### src/core/tcs_pkg.sv
// Purpose: Constants for the timer channel start/stop and output block
// Assumes: 16-bit registers at even byte addresses, byte-lane writes
// Notes: Shared by the control top and the output channel module
//
// Notes on behaviour
// RL1: Start bit 1 sets channel enable and allows counting; 0 does nothing.
// RL2: In split mode, upper start sets upper enable; upper half runs as interval.
// RL3: In split mode, ordinary start and stop bits act on lower half only.
// RL4: Software waits four or two clocks after mode change before starting.
// RL5: Start trigger register always reads zero.
// RL6: Stop bit 1 clears channel enable and halts counting; 0 does nothing.
// RL7: In split mode, upper stop clears upper enable and stops upper half.
// RL8: Stop bits self-clear once enable has cleared; register reads zero.
// RL9: Software writes zero to unused start and stop positions.
// RL10: Channel 0 source bit picks input pin at 0, linker event at 1.
// RL11: Channel 1 selector: pin, event, pin, -, low-speed osc, subclock.
// RL12: Selected input holds each level one clock plus 10 ns at least.
// RL13: Output enable 1 gives timer control, ignores writes; 0 freezes output.
// RL14: Output bit drives pin directly; writable only with output disabled.
// RL15: Software keeps output bit zero when pins serve as ports.
// RL16: Polarity applies only enabled in slave mode, at next set or reset.
// RL17: Polarity change while counting waits for next output change.
// RL18: Mode 0 toggles on own interrupt; mode 1 set by master, reset by slave.
// RL19: Output mode change takes effect at next set or reset only.
// RL20: Software writes zero to unused polarity and mode positions.
// RL21: Software writes zero to unused enable and value positions.
// RL22: All six registers reset to zero; low byte writable on its own.
// RL23: Enable status is read-only: bits 3..0 plus upper bits 11 and 9.

package tcs_pkg;

  localparam int TCS_NUM_CHAN = 4;

  // Byte addresses of the low byte of each register
  localparam logic [19:0] TCS_ADDR_INPUT_SEL = 20'hF0074;
  localparam logic [19:0] TCS_ADDR_ENABLE_STATUS = 20'hF01B0;
  localparam logic [19:0] TCS_ADDR_START = 20'hF01B2;
  localparam logic [19:0] TCS_ADDR_STOP = 20'hF01B4;
  localparam logic [19:0] TCS_ADDR_OUT_VALUE = 20'hF01B8;
  localparam logic [19:0] TCS_ADDR_OUT_ENABLE = 20'hF01BA;
  localparam logic [19:0] TCS_ADDR_OUT_POLARITY = 20'hF01BC;
  localparam logic [19:0] TCS_ADDR_OUT_MODE = 20'hF01BE;

  // Field positions
  localparam int TCS_BIT_UPPER_CH1 = 9;
  localparam int TCS_BIT_UPPER_CH3 = 11;
  localparam int TCS_BIT_CH0_SOURCE = 4;

  // Writable bit masks
  localparam logic [15:0] TCS_MASK_TRIGGER = 16'h0A0F;
  localparam logic [15:0] TCS_MASK_CHAN = 16'h000F;
  localparam logic [15:0] TCS_MASK_SLAVE = 16'h000E;
  localparam logic [7:0] TCS_MASK_INPUT_SEL = 8'h17;

  // Channel 1 source codes
  localparam logic [2:0] TCS_SEL1_PIN_A = 3'h0;
  localparam logic [2:0] TCS_SEL1_EVENT = 3'h1;
  localparam logic [2:0] TCS_SEL1_PIN_B = 3'h2;
  localparam logic [2:0] TCS_SEL1_LOSC = 3'h4;
  localparam logic [2:0] TCS_SEL1_SUB = 3'h5;

  // Reset values
  localparam logic [15:0] TCS_RST_REG16 = 16'h0000;
  localparam logic [7:0] TCS_RST_INPUT_SEL = 8'h00;

endpackage : tcs_pkg

### src/core/tcs_timer_ctrl.sv
// Purpose: Start/stop triggers, enable status, input select, output control
// Assumes: Register port on the same clock; one-cycle interrupt pulses
// Notes: Counting itself lives in the channel counters outside this block

`timescale 1ns/1ps

module tcs_timer_ctrl
  import tcs_pkg::*;
(
  input wire logic clock,
  input wire logic rst,
  input wire logic [19:0] busAddr,
  input wire logic [15:0] busWrData,
  input wire logic busWrLow,
  input wire logic busWrHigh,
  input wire logic busRdEn,
  output logic [15:0] busRdData,
  output logic busRdValid,
  input wire logic splitCh1,
  input wire logic splitCh3,
  input wire logic [3:0] chanInterrupt,
  input wire logic tiPin0,
  input wire logic tiPin1,
  input wire logic eventLinkerCh0,
  input wire logic eventLinkerCh1,
  input wire logic lowSpeedOscClock,
  input wire logic subClock,
  output logic chanInput0,
  output logic chanInput1,
  output logic [3:0] chanStartPulse,
  output logic [3:0] chanStopPulse,
  output logic upperStartCh1,
  output logic upperStartCh3,
  output logic upperStopCh1,
  output logic upperStopCh3,
  output logic [3:0] chanEnableStatus,
  output logic upperEnableCh1,
  output logic upperEnableCh3,
  output logic [3:0] timerOut
);

  ////////////////////////////////////////////////////////////////////////////
  // Helpers

  // Byte-lane merge of a write into an old register value
  function automatic logic [15:0] mergeBytes(
    input logic [15:0] oldVal,
    input logic [15:0] newVal,
    input logic wrLow,
    input logic wrHigh
  );
    logic [15:0] result;
    result = oldVal;
    if (wrLow) begin
      result[7:0] = newVal[7:0];
    end
    if (wrHigh) begin
      result[15:8] = newVal[15:8];
    end
    return result;
  endfunction : mergeBytes

  // Address match for a 16-bit register, either byte of it
  function automatic logic hitReg(
    input logic [19:0] addr,
    input logic [19:0] base
  );
    return addr[19:1] == base[19:1];
  endfunction : hitReg

  ////////////////////////////////////////////////////////////////////////////
  // Declarations

  logic anyWrite;
  logic wrStart;
  logic wrStop;
  logic wrInputSel;
  logic wrOutValue;
  logic wrOutEnable;
  logic wrOutPolarity;
  logic wrOutMode;
  logic [15:0] startTrig_reg;
  logic [15:0] startTrig_next;
  logic [15:0] stopTrig_reg;
  logic [15:0] stopTrig_next;
  logic [15:0] enable_reg;
  logic [15:0] enable_next;
  logic [15:0] splitMask;
  logic [15:0] startWrBits;
  logic [15:0] stopWrBits;
  logic [7:0] inputSel_reg;
  logic [15:0] outEnable_reg;
  logic [15:0] outPolarity_reg;
  logic [15:0] outMode_reg;
  logic [15:0] outValueWr;
  logic [3:0] syncA_reg;
  logic [3:0] syncB_reg;
  logic [3:0] masterIrq;
  logic [15:0] rdMux;

  ////////////////////////////////////////////////////////////////////////////
  // Write decode

  assign anyWrite = busWrLow | busWrHigh;
  assign wrStart = anyWrite & hitReg(busAddr, TCS_ADDR_START);
  assign wrStop = anyWrite & hitReg(busAddr, TCS_ADDR_STOP);
  assign wrInputSel = busWrLow & (busAddr == TCS_ADDR_INPUT_SEL);
  assign wrOutValue = anyWrite & hitReg(busAddr, TCS_ADDR_OUT_VALUE);
  assign wrOutEnable = anyWrite & hitReg(busAddr, TCS_ADDR_OUT_ENABLE);
  assign wrOutPolarity = anyWrite & hitReg(busAddr, TCS_ADDR_OUT_POLARITY);
  assign wrOutMode = anyWrite & hitReg(busAddr, TCS_ADDR_OUT_MODE);

  ////////////////////////////////////////////////////////////////////////////
  // Trigger capture

  // Upper-half triggers only count while the channel is split
  always_comb begin
    splitMask = TCS_MASK_TRIGGER;
    splitMask[TCS_BIT_UPPER_CH1] = splitCh1; // [RL2] [RL7]
    splitMask[TCS_BIT_UPPER_CH3] = splitCh3; // [RL2] [RL7]
  end

  // Only ones are taken: a zero in any position means no trigger
  assign startWrBits = wrStart
    ? mergeBytes(16'h0000, busWrData, busWrLow, busWrHigh) & splitMask
    : 16'h0000; // [RL1] [RL2]
  assign stopWrBits = wrStop
    ? mergeBytes(16'h0000, busWrData, busWrLow, busWrHigh) & splitMask
    : 16'h0000; // [RL6] [RL7]

  // Start triggers live one cycle, cleared as the enable takes them
  assign startTrig_next = startWrBits;

  always_ff @(posedge clock or posedge rst) begin
    if (rst) begin
      startTrig_reg <= TCS_RST_REG16; // [RL22]
    end else begin
      startTrig_reg <= startTrig_next; // [RL1]
    end
  end

  // Stop trigger bits drop the cycle after the enable bit drops, so the
  // counter still sees one stop strobe
  assign stopTrig_next = stopWrBits | (stopTrig_reg & enable_reg); // [RL8]

  always_ff @(posedge clock or posedge rst) begin
    if (rst) begin
      stopTrig_reg <= TCS_RST_REG16; // [RL22]
    end else begin
      stopTrig_reg <= stopTrig_next; // [RL8]
    end
  end

  ////////////////////////////////////////////////////////////////////////////
  // Enable status

  // Stop wins when start and stop land together, so a channel is
  // never left running by a conflicting write
  assign enable_next = (enable_reg | startTrig_reg) & ~stopTrig_reg; // [RL1] [RL6]

  always_ff @(posedge clock or posedge rst) begin
    if (rst) begin
      enable_reg <= TCS_RST_REG16; // [RL22]
    end else begin
      enable_reg <= enable_next; // [RL23]
    end
  end

  // Lower bits drive the lower half when split; upper bits separate
  assign chanEnableStatus = enable_reg[3:0]; // [RL3] [RL23]
  assign upperEnableCh1 = enable_reg[TCS_BIT_UPPER_CH1]; // [RL2] [RL23]
  assign upperEnableCh3 = enable_reg[TCS_BIT_UPPER_CH3]; // [RL2] [RL23]

  // Counter start and stop strobes, one cycle each
  assign chanStartPulse = startTrig_reg[3:0]; // [RL1] [RL3]
  assign chanStopPulse = stopTrig_reg[3:0] & ~enable_reg[3:0]; // [RL6] [RL3]
  assign upperStartCh1 = startTrig_reg[TCS_BIT_UPPER_CH1]; // [RL2]
  assign upperStartCh3 = startTrig_reg[TCS_BIT_UPPER_CH3]; // [RL2]
  assign upperStopCh1 = stopTrig_reg[TCS_BIT_UPPER_CH1]
    & ~enable_reg[TCS_BIT_UPPER_CH1]; // [RL7]
  assign upperStopCh3 = stopTrig_reg[TCS_BIT_UPPER_CH3]
    & ~enable_reg[TCS_BIT_UPPER_CH3]; // [RL7]

  ////////////////////////////////////////////////////////////////////////////
  // Input source select

  always_ff @(posedge clock or posedge rst) begin
    if (rst) begin
      inputSel_reg <= TCS_RST_INPUT_SEL;
    end else if (wrInputSel) begin
      inputSel_reg <= busWrData[7:0] & TCS_MASK_INPUT_SEL;
    end
  end

  // Pins and foreign clocks pass two flops before any selection
  always_ff @(posedge clock or posedge rst) begin
    if (rst) begin
      syncA_reg <= 4'h0;
      syncB_reg <= 4'h0;
    end else begin
      syncA_reg <= {subClock, lowSpeedOscClock, tiPin1, tiPin0};
      syncB_reg <= syncA_reg;
    end
  end

  always_ff @(posedge clock or posedge rst) begin
    if (rst) begin
      chanInput0 <= 1'b0;
    end else if (inputSel_reg[TCS_BIT_CH0_SOURCE]) begin
      chanInput0 <= eventLinkerCh0; // [RL10]
    end else begin
      chanInput0 <= syncB_reg[0]; // [RL10]
    end
  end

  // Prohibited codes give a quiet low input rather than a stray source
  always_ff @(posedge clock or posedge rst) begin
    if (rst) begin
      chanInput1 <= 1'b0;
    end else begin
      case (inputSel_reg[2:0])
        TCS_SEL1_PIN_A: begin
          chanInput1 <= syncB_reg[1]; // [RL11]
        end
        TCS_SEL1_EVENT: begin
          chanInput1 <= eventLinkerCh1; // [RL11]
        end
        TCS_SEL1_PIN_B: begin
          chanInput1 <= syncB_reg[1]; // [RL11]
        end
        TCS_SEL1_LOSC: begin
          chanInput1 <= syncB_reg[2]; // [RL11]
        end
        TCS_SEL1_SUB: begin
          chanInput1 <= syncB_reg[3]; // [RL11]
        end
        default: begin
          chanInput1 <= 1'b0;
        end
      endcase
    end
  end

  ////////////////////////////////////////////////////////////////////////////
  // Output control registers

  always_ff @(posedge clock or posedge rst) begin
    if (rst) begin
      outEnable_reg <= TCS_RST_REG16; // [RL22]
    end else if (wrOutEnable) begin
      outEnable_reg <= mergeBytes(outEnable_reg, busWrData,
        busWrLow, busWrHigh) & TCS_MASK_CHAN; // [RL22]
    end
  end

  // Channel 0 has no master above it, so its slave bits stay zero
  always_ff @(posedge clock or posedge rst) begin
    if (rst) begin
      outPolarity_reg <= TCS_RST_REG16; // [RL22]
    end else if (wrOutPolarity) begin
      outPolarity_reg <= mergeBytes(outPolarity_reg, busWrData,
        busWrLow, busWrHigh) & TCS_MASK_SLAVE; // [RL22]
    end
  end

  always_ff @(posedge clock or posedge rst) begin
    if (rst) begin
      outMode_reg <= TCS_RST_REG16; // [RL22]
    end else if (wrOutMode) begin
      outMode_reg <= mergeBytes(outMode_reg, busWrData,
        busWrLow, busWrHigh) & TCS_MASK_SLAVE; // [RL22]
    end
  end

  assign outValueWr = mergeBytes({12'h000, timerOut}, busWrData,
    busWrLow, busWrHigh);

  ////////////////////////////////////////////////////////////////////////////
  // Output channels

  // Channel 3 follows channel 2 when 2 is a master, else channel 0
  always_comb begin
    masterIrq = 4'h0;
    masterIrq[1] = chanInterrupt[0]; // [RL18]
    masterIrq[2] = chanInterrupt[0]; // [RL18]
    masterIrq[3] = outMode_reg[2] ? chanInterrupt[0]
      : chanInterrupt[2]; // [RL18]
  end

  for (genvar ch = 0; ch < TCS_NUM_CHAN; ch++) begin : gOut
    tcs_out_chan uOut (
      .clock(clock),
      .rst(rst),
      .outEnable(outEnable_reg[ch]),
      .outMode(outMode_reg[ch]),
      .outPolarity(outPolarity_reg[ch]),
      .swWrite(wrOutValue), // [RL14]
      .swData(outValueWr[ch]),
      .ownIrq(chanInterrupt[ch]),
      .masterIrq(masterIrq[ch]),
      .outBit(timerOut[ch]) // [RL14]
    );
  end

  ////////////////////////////////////////////////////////////////////////////
  // Read path

  // Trigger registers read zero; unmapped addresses read zero too
  always_comb begin
    rdMux = 16'h0000;
    if (busAddr == TCS_ADDR_INPUT_SEL) begin
      rdMux = {8'h00, inputSel_reg};
    end else if (hitReg(busAddr, TCS_ADDR_ENABLE_STATUS)) begin
      rdMux = enable_reg & TCS_MASK_TRIGGER; // [RL23]
    end else if (hitReg(busAddr, TCS_ADDR_START)) begin
      rdMux = 16'h0000; // [RL5]
    end else if (hitReg(busAddr, TCS_ADDR_STOP)) begin
      rdMux = 16'h0000; // [RL8]
    end else if (hitReg(busAddr, TCS_ADDR_OUT_VALUE)) begin
      rdMux = {12'h000, timerOut};
    end else if (hitReg(busAddr, TCS_ADDR_OUT_ENABLE)) begin
      rdMux = outEnable_reg;
    end else if (hitReg(busAddr, TCS_ADDR_OUT_POLARITY)) begin
      rdMux = outPolarity_reg;
    end else if (hitReg(busAddr, TCS_ADDR_OUT_MODE)) begin
      rdMux = outMode_reg;
    end
  end

  always_ff @(posedge clock or posedge rst) begin
    if (rst) begin
      busRdData <= 16'h0000;
      busRdValid <= 1'b0;
    end else begin
      busRdValid <= busRdEn;
      if (busRdEn) begin
        busRdData <= rdMux;
      end
    end
  end

endmodule : tcs_timer_ctrl

### src/core/tcs_out_chan.sv
// Purpose: One channel's output bit with toggle and set/reset modes
// Assumes: Interrupt inputs are one-cycle pulses on the same clock
// Notes: Polarity and mode are sampled only at an output event

`timescale 1ns/1ps

module tcs_out_chan
  import tcs_pkg::*;
(
  input wire logic clock,
  input wire logic rst,
  input wire logic outEnable,
  input wire logic outMode,
  input wire logic outPolarity,
  input wire logic swWrite,
  input wire logic swData,
  input wire logic ownIrq,
  input wire logic masterIrq,
  output logic outBit
);

  ////////////////////////////////////////////////////////////////////////////
  // Output bit

  // Mode and polarity are read only when an event lands, so a change in
  // between never moves the pin by itself
  always_ff @(posedge clock or posedge rst) begin
    if (rst) begin
      outBit <= TCS_RST_REG16[0]; // [RL22]
    end else if (!outEnable) begin
      if (swWrite) begin
        outBit <= swData; // [RL13] [RL14]
      end
    end else if (!outMode) begin
      if (ownIrq) begin
        outBit <= ~outBit; // [RL18]
      end
    end else begin
      // Reset wins over set when both interrupts coincide
      if (ownIrq) begin
        outBit <= outPolarity; // [RL16] [RL17] [RL18] [RL19]
      end else if (masterIrq) begin
        outBit <= ~outPolarity; // [RL16] [RL17] [RL18] [RL19]
      end
    end
  end

endmodule : tcs_out_chan

### config.mk
export PLATFORM = sky130hd
export DESIGN_NAME = tcs_timer_ctrl
export DESIGN_NICKNAME = d
export VERILOG_FILES = /design/src/core/tcs_pkg.sv /design/src/core/tcs_timer_ctrl.sv /design/src/core/tcs_out_chan.sv
export SDC_FILE = /design/constraint.sdc
export NUM_CORES = 1
export LEC_CHECK = 0
export ABC_AREA = 1
export BUFFER_PORTS_ARGS = -buffer_cell sky130_fd_sc_hd__buf_2
export CORE_AREA = 2 2 80 82
export DETAILED_ROUTE_END_ITERATION = 8
export DIE_AREA = 0 0 82 84
export PLACE_DENSITY = 0.75
export SKIP_LAST_GASP = 1
export SLEW_MARGIN = 0
export SYNTH_ARGS = -nofsm -noshare
export SYNTH_HDL_FRONTEND = slang
export SYNTH_SLANG_ARGS = --single-unit
### constraint.sdc
create_clock -name clock -period 1.4 [get_ports clock]
set_input_delay 0.14 -clock clock [delete_from_list [all_inputs] [get_ports clock]]
set_output_delay 0.14 -clock clock [all_outputs]
set_load 0.03 [all_outputs]
==> results_dict.tcl, run 1 <==
set metrics [dict create \
    core_um2 6100 \
    crit_buf_inv 3 \
    drive_above_1_share_pct 26.8 \
    synth.avg_cell_area_um2 8.13 \
    yosys.area_share.simple_pct 26.9 \
    critical_path.max_stage_delay_ns 0.54 \
    die_area_um2 6890 \
    synth_compound_area_share_pct 11.1 \
    dr.first_iter.drc_count 136 \
    grt_first_pass_wirelength_mm 9.50 \
    fin_total_pwr_uw 2900 \
    totalWireLength_mm 5.96 \
    syn_area_um2 2670 \
    synthAdderAreaFrac_pct 0 \
    status "finished clean" \
    grt_overflow 0 \
    grt_pass1_vias 2175 \
    start_util_pct 43.7 \
    min_path_type "in2reg" \
    cts.clk_slew.worst_paths_ns 0.09 \
    antenna_cells 0 \
    finalSetupViolations 0 \
    synthMuxAreaShare_pct 0.985 \
    grt_max_degree 55 \
    yosys_warnings 0 \
    largest_register_ffs 7 \
    worstPathArrival_ns 1.48 \
    ioPinCount 94 \
    rows 29 \
    synth_top_family_by_area "simple AND/OR/NAND/NOR gates" \
    postSynthCellCount 328 \
    irDropWorstVdd_uv 536 \
    synth_xor_area_share_pct 0.328 \
    cts_made_buffers 5 \
    rsz0062_at_grt "false" \
    cp.required_ns 1.66 \
    cts_resized 0 \
    fillers 572 \
    cts_tree "done" \
    grt_use_total_pct 18.1 \
    gp_congestion 0.849 \
    cts_max_path_buffers 2 \
    routed-via-count 2367 \
    top_register "busRdData" \
    die_w_um 82 \
    design_area_um2 3360 \
    holdBufCountCts 6 \
    finalNetCount 477 \
    vias_per_cell 4.72 \
    clock_sinks 54 \
    path_cells "dlygate4sd3_1, buf_2, inv_1, nor2_1, o21ai_0, nor2_1, nand2_1, nand2_1" \
    firstDrtPassIters 6 \
    antenna_found_initial 0 \
    synth.ff_latch_count 54 \
    leakagePower_uw 0.00185 \
    synth_seq_area_share_pct 50.7 \
    dpl-instance-area_um2 3190 \
    setup_ws_ns 0.173 \
    post-cts-setup-buffer-count 0 \
    critPathMaxFanout 4 \
    remaining_drc_errors 0 \
    die_h_um 84 \
    hold_violations 0 \
    crit_slowest_cell "dlygate4sd3_1" \
    drv_cap 0 \
    insertion_delay_ns 0.32 \
    postRouteAntennaNets 0 \
    postLayoutCoreUtil_pct 55.2 \
    powerDensity_nw_per_um2 863 \
    fmax_ghz 0.815 \
    period_needed_ns 1.23 \
    critPathTopFamily "buffers and inverters" \
    yosysUniqueCellTypes 30 \
    post_drt_wl_per_cell_um 11.9 \
    finClkSkew_ns 0.00794 \
    io_buffers 75 \
    hpwl_mm 4.66 \
    htreeDepth 2 \
    pre_cts_ws_ns -0.0583 \
    area_growth_pct 26.2 \
    start_kind "input port" \
    post-route-period-util_pct 87.6 \
    endpoint_kind "flip-flop" \
    cts-root-buf "clkbuf_8" \
    hold_ws_ns 0.0539 \
    critPathKind "in2reg" \
    drv_slew 0 \
]
## path summary, 6_finish.rpt
check	slack, ns	cells after the start	to	start
worst max-delay path	0.17	8	busRdData[3]	busRdEn
worst min-delay path	0.05	2	inputSel_reg[4]	busWrData[4]
worst max register to register	0.30	6	gOut[3].uOut.outBit	outMode_reg[2]
worst min register to register	0.36	0	syncB_reg[3]	syncA_reg[3]
max in group asynchronous	0.74	4	enable_reg[3]	rst
min in group asynchronous	0.42	4	outMode_reg[1]	rst
## worst register-to-register path: cells and delay by family, from the launching register on
kind	cells	cell delay, ns
AND/OR/NAND/NOR	2	0.13
flip-flops	1	0.41
AO/OA/AOI/OAI	4	0.46
## power breakdown
part	internal [uW]	switching, uW
logic	96.2	167
clock network	536	525
registers	1570	3.88
## cells in the mapped netlist
library cell / number / area [um^2]
a21oi_1: 11 / 55.1
a31oi_1: 2 / 12.5
a32o_1: 1 / 10.0
buf_4: 13 / 97.6
clkbuf_1: 2 / 7.51
conb_1: 1 / 3.75
dfrtp_1: 54 / 1350
inv_1: 41 / 154
inv_2: 1 / 3.75
mux2_2: 1 / 11.3
mux2_4: 1 / 15.0
nand2_1: 77 / 289
nand2_2: 1 / 6.26
nand2_4: 2 / 22.5
nand3_1: 15 / 75.1
nand3_2: 1 / 10.0
nand3b_1: 1 / 7.51
nand4_1: 3 / 18.8
nand4_4: 1 / 21.3
nor2_1: 47 / 176
nor2_2: 2 / 12.5
nor2_4: 3 / 33.8
nor2_8: 1 / 20.0
nor3_1: 3 / 15.0
nor3_2: 1 / 10.0
o211ai_1: 4 / 30.0
o21ai_0: 34 / 170
o21ai_1: 1 / 5.00
o22ai_1: 2 / 12.5
xnor2_1: 1 / 8.76
## cell usage in the layout, fill, tap and decap left out
cell type and n:
nand2_1 77, buf_2 75, dfrtp_1 54, nor2_1 47, inv_1 40, o21ai_0 34, nand3_1 15, buf_4 14
a21oi_1 11, conb_1 9, dlygate4sd3_1 6, clkbuf_8 5, o211ai_1 4, nor2_4 3, nor3_1 3, nand4_1 3
nor2_2 2, nand2_4 2, o22ai_1 2, a31oi_1 2, nand2_2 1, inv_2 1, nand3_2 1, nand4_4 1
nor2_8 1, nor3_2 1, a32o_1 1, mux2_2 1, clkinvlp_4 1, nand3b_1 1, mux2_4 1, o21ai_1 1
xnor2_1 1, inv_6 1, clkinv_2 1, bufinv_16 1, buf_12 1
## through the flow
stage	TNS (ns)	std cells
after global placement	-0.0184	488
after floorplan	0	336
after CTS	0	502
after detailed placement	-0.348	488
final	0	502
after global routing	0	502
## layout make-up
type	count	area, um^2	share of cell area (%)
tap	77	96.3	2.86
timing repair buffer	96	561	16.7
inverter	42	161	4.80
clock buffer	5	68.8	2.05
clock inverter	3	43.8	1.30
multi-input combinational	225	1080	32.2
sequential	54	1350	40.2
## cell families (layout without fill, tap and decap cells)
group | after synthesis | after routing
and+or+nand+nor | 158 | 158
DFF | 54 | 54
buffers and inverters | 57 | 146
AOI/OAI and AO/OA | 55 | 55
xor gates and xnor gates | 1 | 1
other | 1 | 9
muxes | 2 | 2
## metal layers
metal	wire [um]	GRT usage, %	up-vias
met5	0	0	-
met4	116	7.42	0
met3	249	3.57	8
met2	3040	31.3	58
met1	2550	21.4	1087
li1	-	-	1214
(Power assumes the default switching activity.)
==> run 2: changes to the inputs <==
CORE_AREA = 2 2 82 84   (was 2 2 80 82)
DIE_AREA = 0 0 84 86   (was 0 0 82 84)
PLACE_DENSITY = 0.74   (was 0.75)
SYNTH_HIERARCHICAL = 1   (was unset)
==> run 2 against run 1 <==
  * Area after synthesis rose by 3.8%
  * Fmax rose by 1.3%
  * Combinational power up 3%
  * Via count is 7.4% higher
  * Global-route usage increased by 0.33 points
  * Sequential power barely moved
  * First-iteration DRC count shrank 6.6%
  * Register-to-register slack worse by 0.04 ns
  * Critical path depth down 6
  * Sequential share of layout area down 1.4 points
  * Non-clock buffer count decreased by 2
  * Critical path type is now reg2out
==> results_dict.tcl, run 2 <==
set metrics [dict create \
    setup_ws_ns 0.189 \
    p_seq_share_pct 58.9 \
    drv_slew 0 \
    die_h_um 86 \
    p_int_uw 2010 \
    drv_cap 0 \
    core_um2 6280 \
    cts.clk_slew.worst_paths_ns 0.09 \
    synth_seq_area_share_pct 48.8 \
    finClkSkew_ns 0.00737 \
    postSynthCellCount 357 \
    cts_tree "done" \
    cts_made_buffers 5 \
    cp.required_ns 1.26 \
    period_needed_ns 1.21 \
    critPathMaxFanout 5 \
    htreeDepth 2 \
    routed-via-count 2541 \
    totalWireLength_mm 6.37 \
    die_w_um 84 \
    pre_cts_ws_ns -0.0336 \
    drive_above_1_share_pct 27.7 \
    net-switching-power_uw 666 \
    ys_top_cells_by_area "dfrtp_1 (49%), nand2_1 (13%), inv_1 (7.3%), nor2_1 (5.3%), o21ai_1 (4.0%)" \
    start_util_pct 44.1 \
    worstPathArrival_ns 1.07 \
    finalSetupViolations 0 \
    synth_most_common_cell "nand2_1" \
    hpwl_mm 5.17 \
    clkPwrFrac_pct 31.0 \
    grt_pass1_vias 2429 \
    insertion_delay_ns 0.31 \
    finalNetCount 515 \
    grt_overflow 0 \
    p_comb_share_pct 10.1 \
    syn_area_um2 2770 \
    io_buffers 75 \
    clock_sinks 54 \
    antenna_cells 0 \
    synth_edf_count 0 \
    grt_max_degree 21 \
    grt_use_total_pct 18.4 \
    post-route-period-util_pct 86.5 \
    min_path_type "in2reg" \
    largest_register_ffs 7 \
    yosysUniqueCellTypes 31 \
    gp_congestion 0.870 \
    start_kind "flip-flop" \
    die_area_um2 7220 \
    critPathKind "reg2out" \
    post_drt_wl_per_cell_um 11.8 \
    fmax_ghz 0.826 \
    ioPinCount 94 \
    dr.first_iter.drc_count 127 \
    netlist.area_leader.share_pct 48.8 \
    rsz0062_at_grt "false" \
    synth_commonest_cells "nand2_1 (97), dfrtp_1 (54), inv_1 (54)" \
    rows 29 \
    async_reset_ff_share_pct 100 \
    fin_total_pwr_uw 2680 \
    final_common_cell "nand2_1" \
    vias_per_cell 4.71 \
    grt_first_pass_wirelength_mm 10.7 \
    area_growth_pct 26.0 \
    hold_violations 0 \
    endpoint_kind "primary output" \
    top_register "busRdData" \
    fin_tns_setup_ns 0 \
    design_area_um2 3490 \
    remaining_drc_errors 0 \
    postLayoutCoreUtil_pct 55.5 \
    powerDensity_nw_per_um2 769 \
    yosys_warnings 6 \
    firstDrtPassIters 4 \
    status "finished clean" \
    irDropWorstVdd_uv 555 \
    leakagePower_uw 0.00193 \
    dpl-instance-area_um2 3340 \
    postRouteAntennaNets 0 \
    cts_max_path_buffers 2 \
    yosys.area.top_type "dfrtp_1" \
    synth.avg_cell_area_um2 7.75 \
    swShare_pct 24.8 \
    synth.ff_latch_count 54 \
    final_cell_mix "nand2_1 (97), buf_2 (75), dfrtp_1 (54), inv_1 (53), nor2_1 (39)" \
    synthFlopType "dfrtp_1" \
    cts-root-buf "clkbuf_8" \
    antenna_found_initial 0 \
]
-- run 2: changes by cell type in the layout (fill, tap and decap cells not counted), sizes merged, moves of 3 or more --
cell	delta
nand2	+23
inv	+21
a21oi	-3
o21ai	-4
conb	+6
nand3	+4
nor2	-8
-- run 2: what timing repair did --
| action | 4_1_cts | 5_1_grt |
|---|---|---|
| setup buffers | 0 | 0 |
| endpoints found under the setup margin | 0 | 0 |
| resized for setup | 0 | 0 |
| hold endpoints to repair | 26 | 1 |
| hold buffers | 5 | 1 |
-- run 2: logic make-up after synthesis --
family                 synth area share (%)
other                                 0.136
AOI/OAI and AO/OA                      9.63
DFF                                    48.8
muxes                                 0.950
buffers and inverters                  11.5
and+or+nand+nor                        28.9
-- run 2: power groups by stage --
| stage | Clock (uW) | Sequential, uW | Combinational [uW] |
|---|---|---|---|
| 2_1_floorplan | 0 | 1620 | 147 |
| 3_3_place_gp | 0 | 1610 | 255 |
| 3_5_place_dp | 0 | 1610 | 261 |
| 4_1_cts | 852 | 1580 | 272 |
| 5_1_grt | 900 | 1580 | 307 |
| 6_report | 831 | 1580 | 272 |
-- run 2: through the flow --
stage	instances	hold WS, ns
after floorplan	371	-0.131
final	539	0.0623
after CTS	538	0.00945
after global routing	539	0.0648
after global placement	526	0.0383
after detailed placement	526	0.0401
-- run 2: layout make-up --
class	instances	area, um^2
Inverter	65	246
Multi-Input combinational cell	242	1150
Fill cell	589	2790
Clock inverter	2	15.0
Timing Repair Buffer	94	558
Sequential cell	54	1350
Tap cell	77	96.3
Clock buffer	5	68.8
-- run 2: path summary, 6_finish.rpt --
kind / startpoint / endpoint / slack, ns / depth (start not counted)
max: enable_reg[0] / chanStopPulse[0] / 0.19 / 2
min: busWrData[4] / inputSel_reg[4] / 0.06 / 2
max reg2reg: outMode_reg[2] / gOut[3].uOut/outBit / 0.26 / 9
min reg2reg: syncA_reg[3] / syncB_reg[3] / 0.36 / 0
max in group asynchronous: rst / stopTrig_reg[1] / 0.51 / 4
min in group asynchronous: rst / gOut[0].uOut/outBit / 0.25 / 3
-- run 2: worst max-delay path, stage by stage, from the launching register on --
cell	delay (ns)
dfrtp_1	0.45
nor2_1	0.12
buf_2	0.20
-- run 2: layer usage --
layer  part of all wire (%)  global-route usage, %  vias up  wire (um)
met5                      0                      0        -          0
met4                   0.99                   5.72        0         63
met3                    6.4                   3.27        7        410
met2                     49                   32.5       76       3110
met1                     44                   23.2     1171       2790
li1                       -                      -     1287          -
==> run 3: changes to the inputs <==
CTS_BUF_LIST = sky130_fd_sc_hd__clkbuf_8 sky130_fd_sc_hd__clkbuf_16   (was unset)
REMOVE_ABC_BUFFERS = 1   (was unset)
==> run 3 against run 2 <==
  * Clock-buffer cell count did not move
  * Clock skew barely moved
  * Global-route usage barely moved
  * Flip-flop and latch count did not move
  * Final cell count fell by 0.56%
  * Hold slack got worse by 0.049 ns
  * Via count fell by 3.5%
  * Fmax rose by 0.11%
==> results_dict.tcl, run 3 (synthesis results as in run 2) <==
set metrics [dict create \
    clock_sinks 54 \
    cts_tree "done" \
    routed-via-count 2451 \
    hold_depth 1 \
    grt_pass1_vias 2395 \
    instances_no_fill 536 \
    io_buffers 75 \
    dpl-instance-area_um2 3310 \
    gp_congestion 0.947 \
    grt_first_pass_wirelength_mm 10.7 \
    cts_max_path_buffers 2 \
    min_to "busRdValid" \
    htreeDepth 2 \
    cts_made_buffers 5 \
    drv_slew 0 \
    grt_max_degree 51 \
    finalSetupViolations 0 \
    status "finished clean" \
    worstPathArrival_ns 1.07 \
    ioPinCount 94 \
    dr.first_iter.drc_count 121 \
    finalNetCount 512 \
    fmax_ghz 0.826 \
    area_growth_pct 24.6 \
    fin_tns_setup_ns 0 \
    post-cts-setup-buffer-count 0 \
    rsz0062_at_grt "false" \
    die_area_um2 7220 \
    insertion_delay_ns 0.30 \
    remaining_drc_errors 0 \
    cp.required_ns 1.26 \
    pre_cts_ws_ns -0.0197 \
    min_path_type "in2reg" \
    vias_per_cell 4.57 \
    core_um2 6280 \
    drv_cap 0 \
    start_util_pct 44.1 \
    period_needed_ns 1.21 \
    endpoint_kind "primary output" \
    postRouteAntennaNets 0 \
    irDropWorstVdd_uv 415 \
    grt_use_total_pct 18.4 \
    cts-root-buf "clkbuf_8" \
    rows 29 \
    design_area_um2 3450 \
    powerDensity_nw_per_um2 773 \
    critPathKind "reg2out" \
    finClkSkew_ns 0.00693 \
    setup_ws_ns 0.190 \
    largest_register_ffs 7 \
    die_h_um 86 \
    top_register "busRdData" \
    cts.clk_slew.worst_paths_ns 0.09 \
    firstDrtPassIters 4 \
    grt_overflow 0 \
    hpwl_mm 5.05 \
    final_common_cell "nand2_1" \
    final_cell_mix "nand2_1 (97), buf_2 (75), dfrtp_1 (54), inv_1 (53), nor2_1 (39)" \
    hp-start "busRdEn" \
    antenna_cells 0 \
    die_w_um 84 \
    worstSetupStartpoint "enable_reg[2]" \
    hold_violations 0 \
    reg2reg_depth 9 \
    worstReg2RegStart "outMode_reg[2]" \
    r2r_slack_ns 0.28 \
    post_drt_wl_per_cell_um 11.6 \
    totalWireLength_mm 6.24 \
    fillers 627 \
    post-route-period-util_pct 86.4 \
    critPathMaxFanout 5 \
    drive_above_1_share_pct 27.5 \
    hold_ws_ns 0.0130 \
    leakagePower_uw 0.00192 \
    dp.cells 524 \
    r2r_end "gOut[3].uOut/outBit" \
    antenna_found_initial 0 \
    start_kind "flip-flop" \
]
## run 3: changes by cell type in the layout (fill, tap and decap cells not counted), sizes merged
| cell | before | now |
|---|---|---|
| buf | 88 | 86 |
| clkinv | 2 | 3 |
| clkinvlp | 2 | 0 |
| dlygate4sd3 | 6 | 5 |
| inv | 63 | 64 |
## run 3: cell type report
type,instances,area [um^2],share of cell area (%)
clock buffers,5,68.8,2.00
clock inverters,2,13.8,0.399
inverters,65,246,7.15
multi-input cells,242,1150,33.4
flip-flops and latches,54,1350,39.2
well taps,77,96.3,2.79
repair buffers,91,520,15.1
## run 3: worst max path at each step
stage | to | depth (start not counted)
after floorplan | busRdData[0] | 1
after global placement | outMode_reg[2] | 8
after detailed placement | outMode_reg[2] | 8
after CTS | chanStopPulse[1] | 2
after global routing | chanStopPulse[0] | 2
final | chanStopPulse[2] | 2
## run 3: critical path, stage by stage, from the launching register on
cell	delay, ns
dfrtp_1	0.45
nor2_1	0.12
buf_2	0.20
## run 3: through the flow
step / utilization, % / power, uW
after floorplan: - / 1740
after global placement: 52.8 / 1860
after detailed placement: 52.8 / 1860
after CTS: 54.9 / 2700
after global routing: 54.9 / 2790
final: 54.9 / 2670
## run 3: report_power, final
part,leakage [uW],internal (uW),switching (uW)
Combinational,0.00115,91.1,169
Sequential,0.000729,1570,4.15
Clock,0.0000444,346,481
## run 3: routing by layer
metal | vias to the layer above | global-route usage, % | wire length [um]
li1 | 1283 | - | -
met1 | 1091 | 23.4 | 2780
met2 | 68 | 32.1 | 2970
met3 | 9 | 4.14 | 403
met4 | 0 | 4.69 | 84
met5 | - | 0 | 0
## run 3: repair_timing
action                    4_1_cts  5_1_grt
hold buffers                    5        0
hold endpoints to repair       58        0
gates resized for setup         0        0
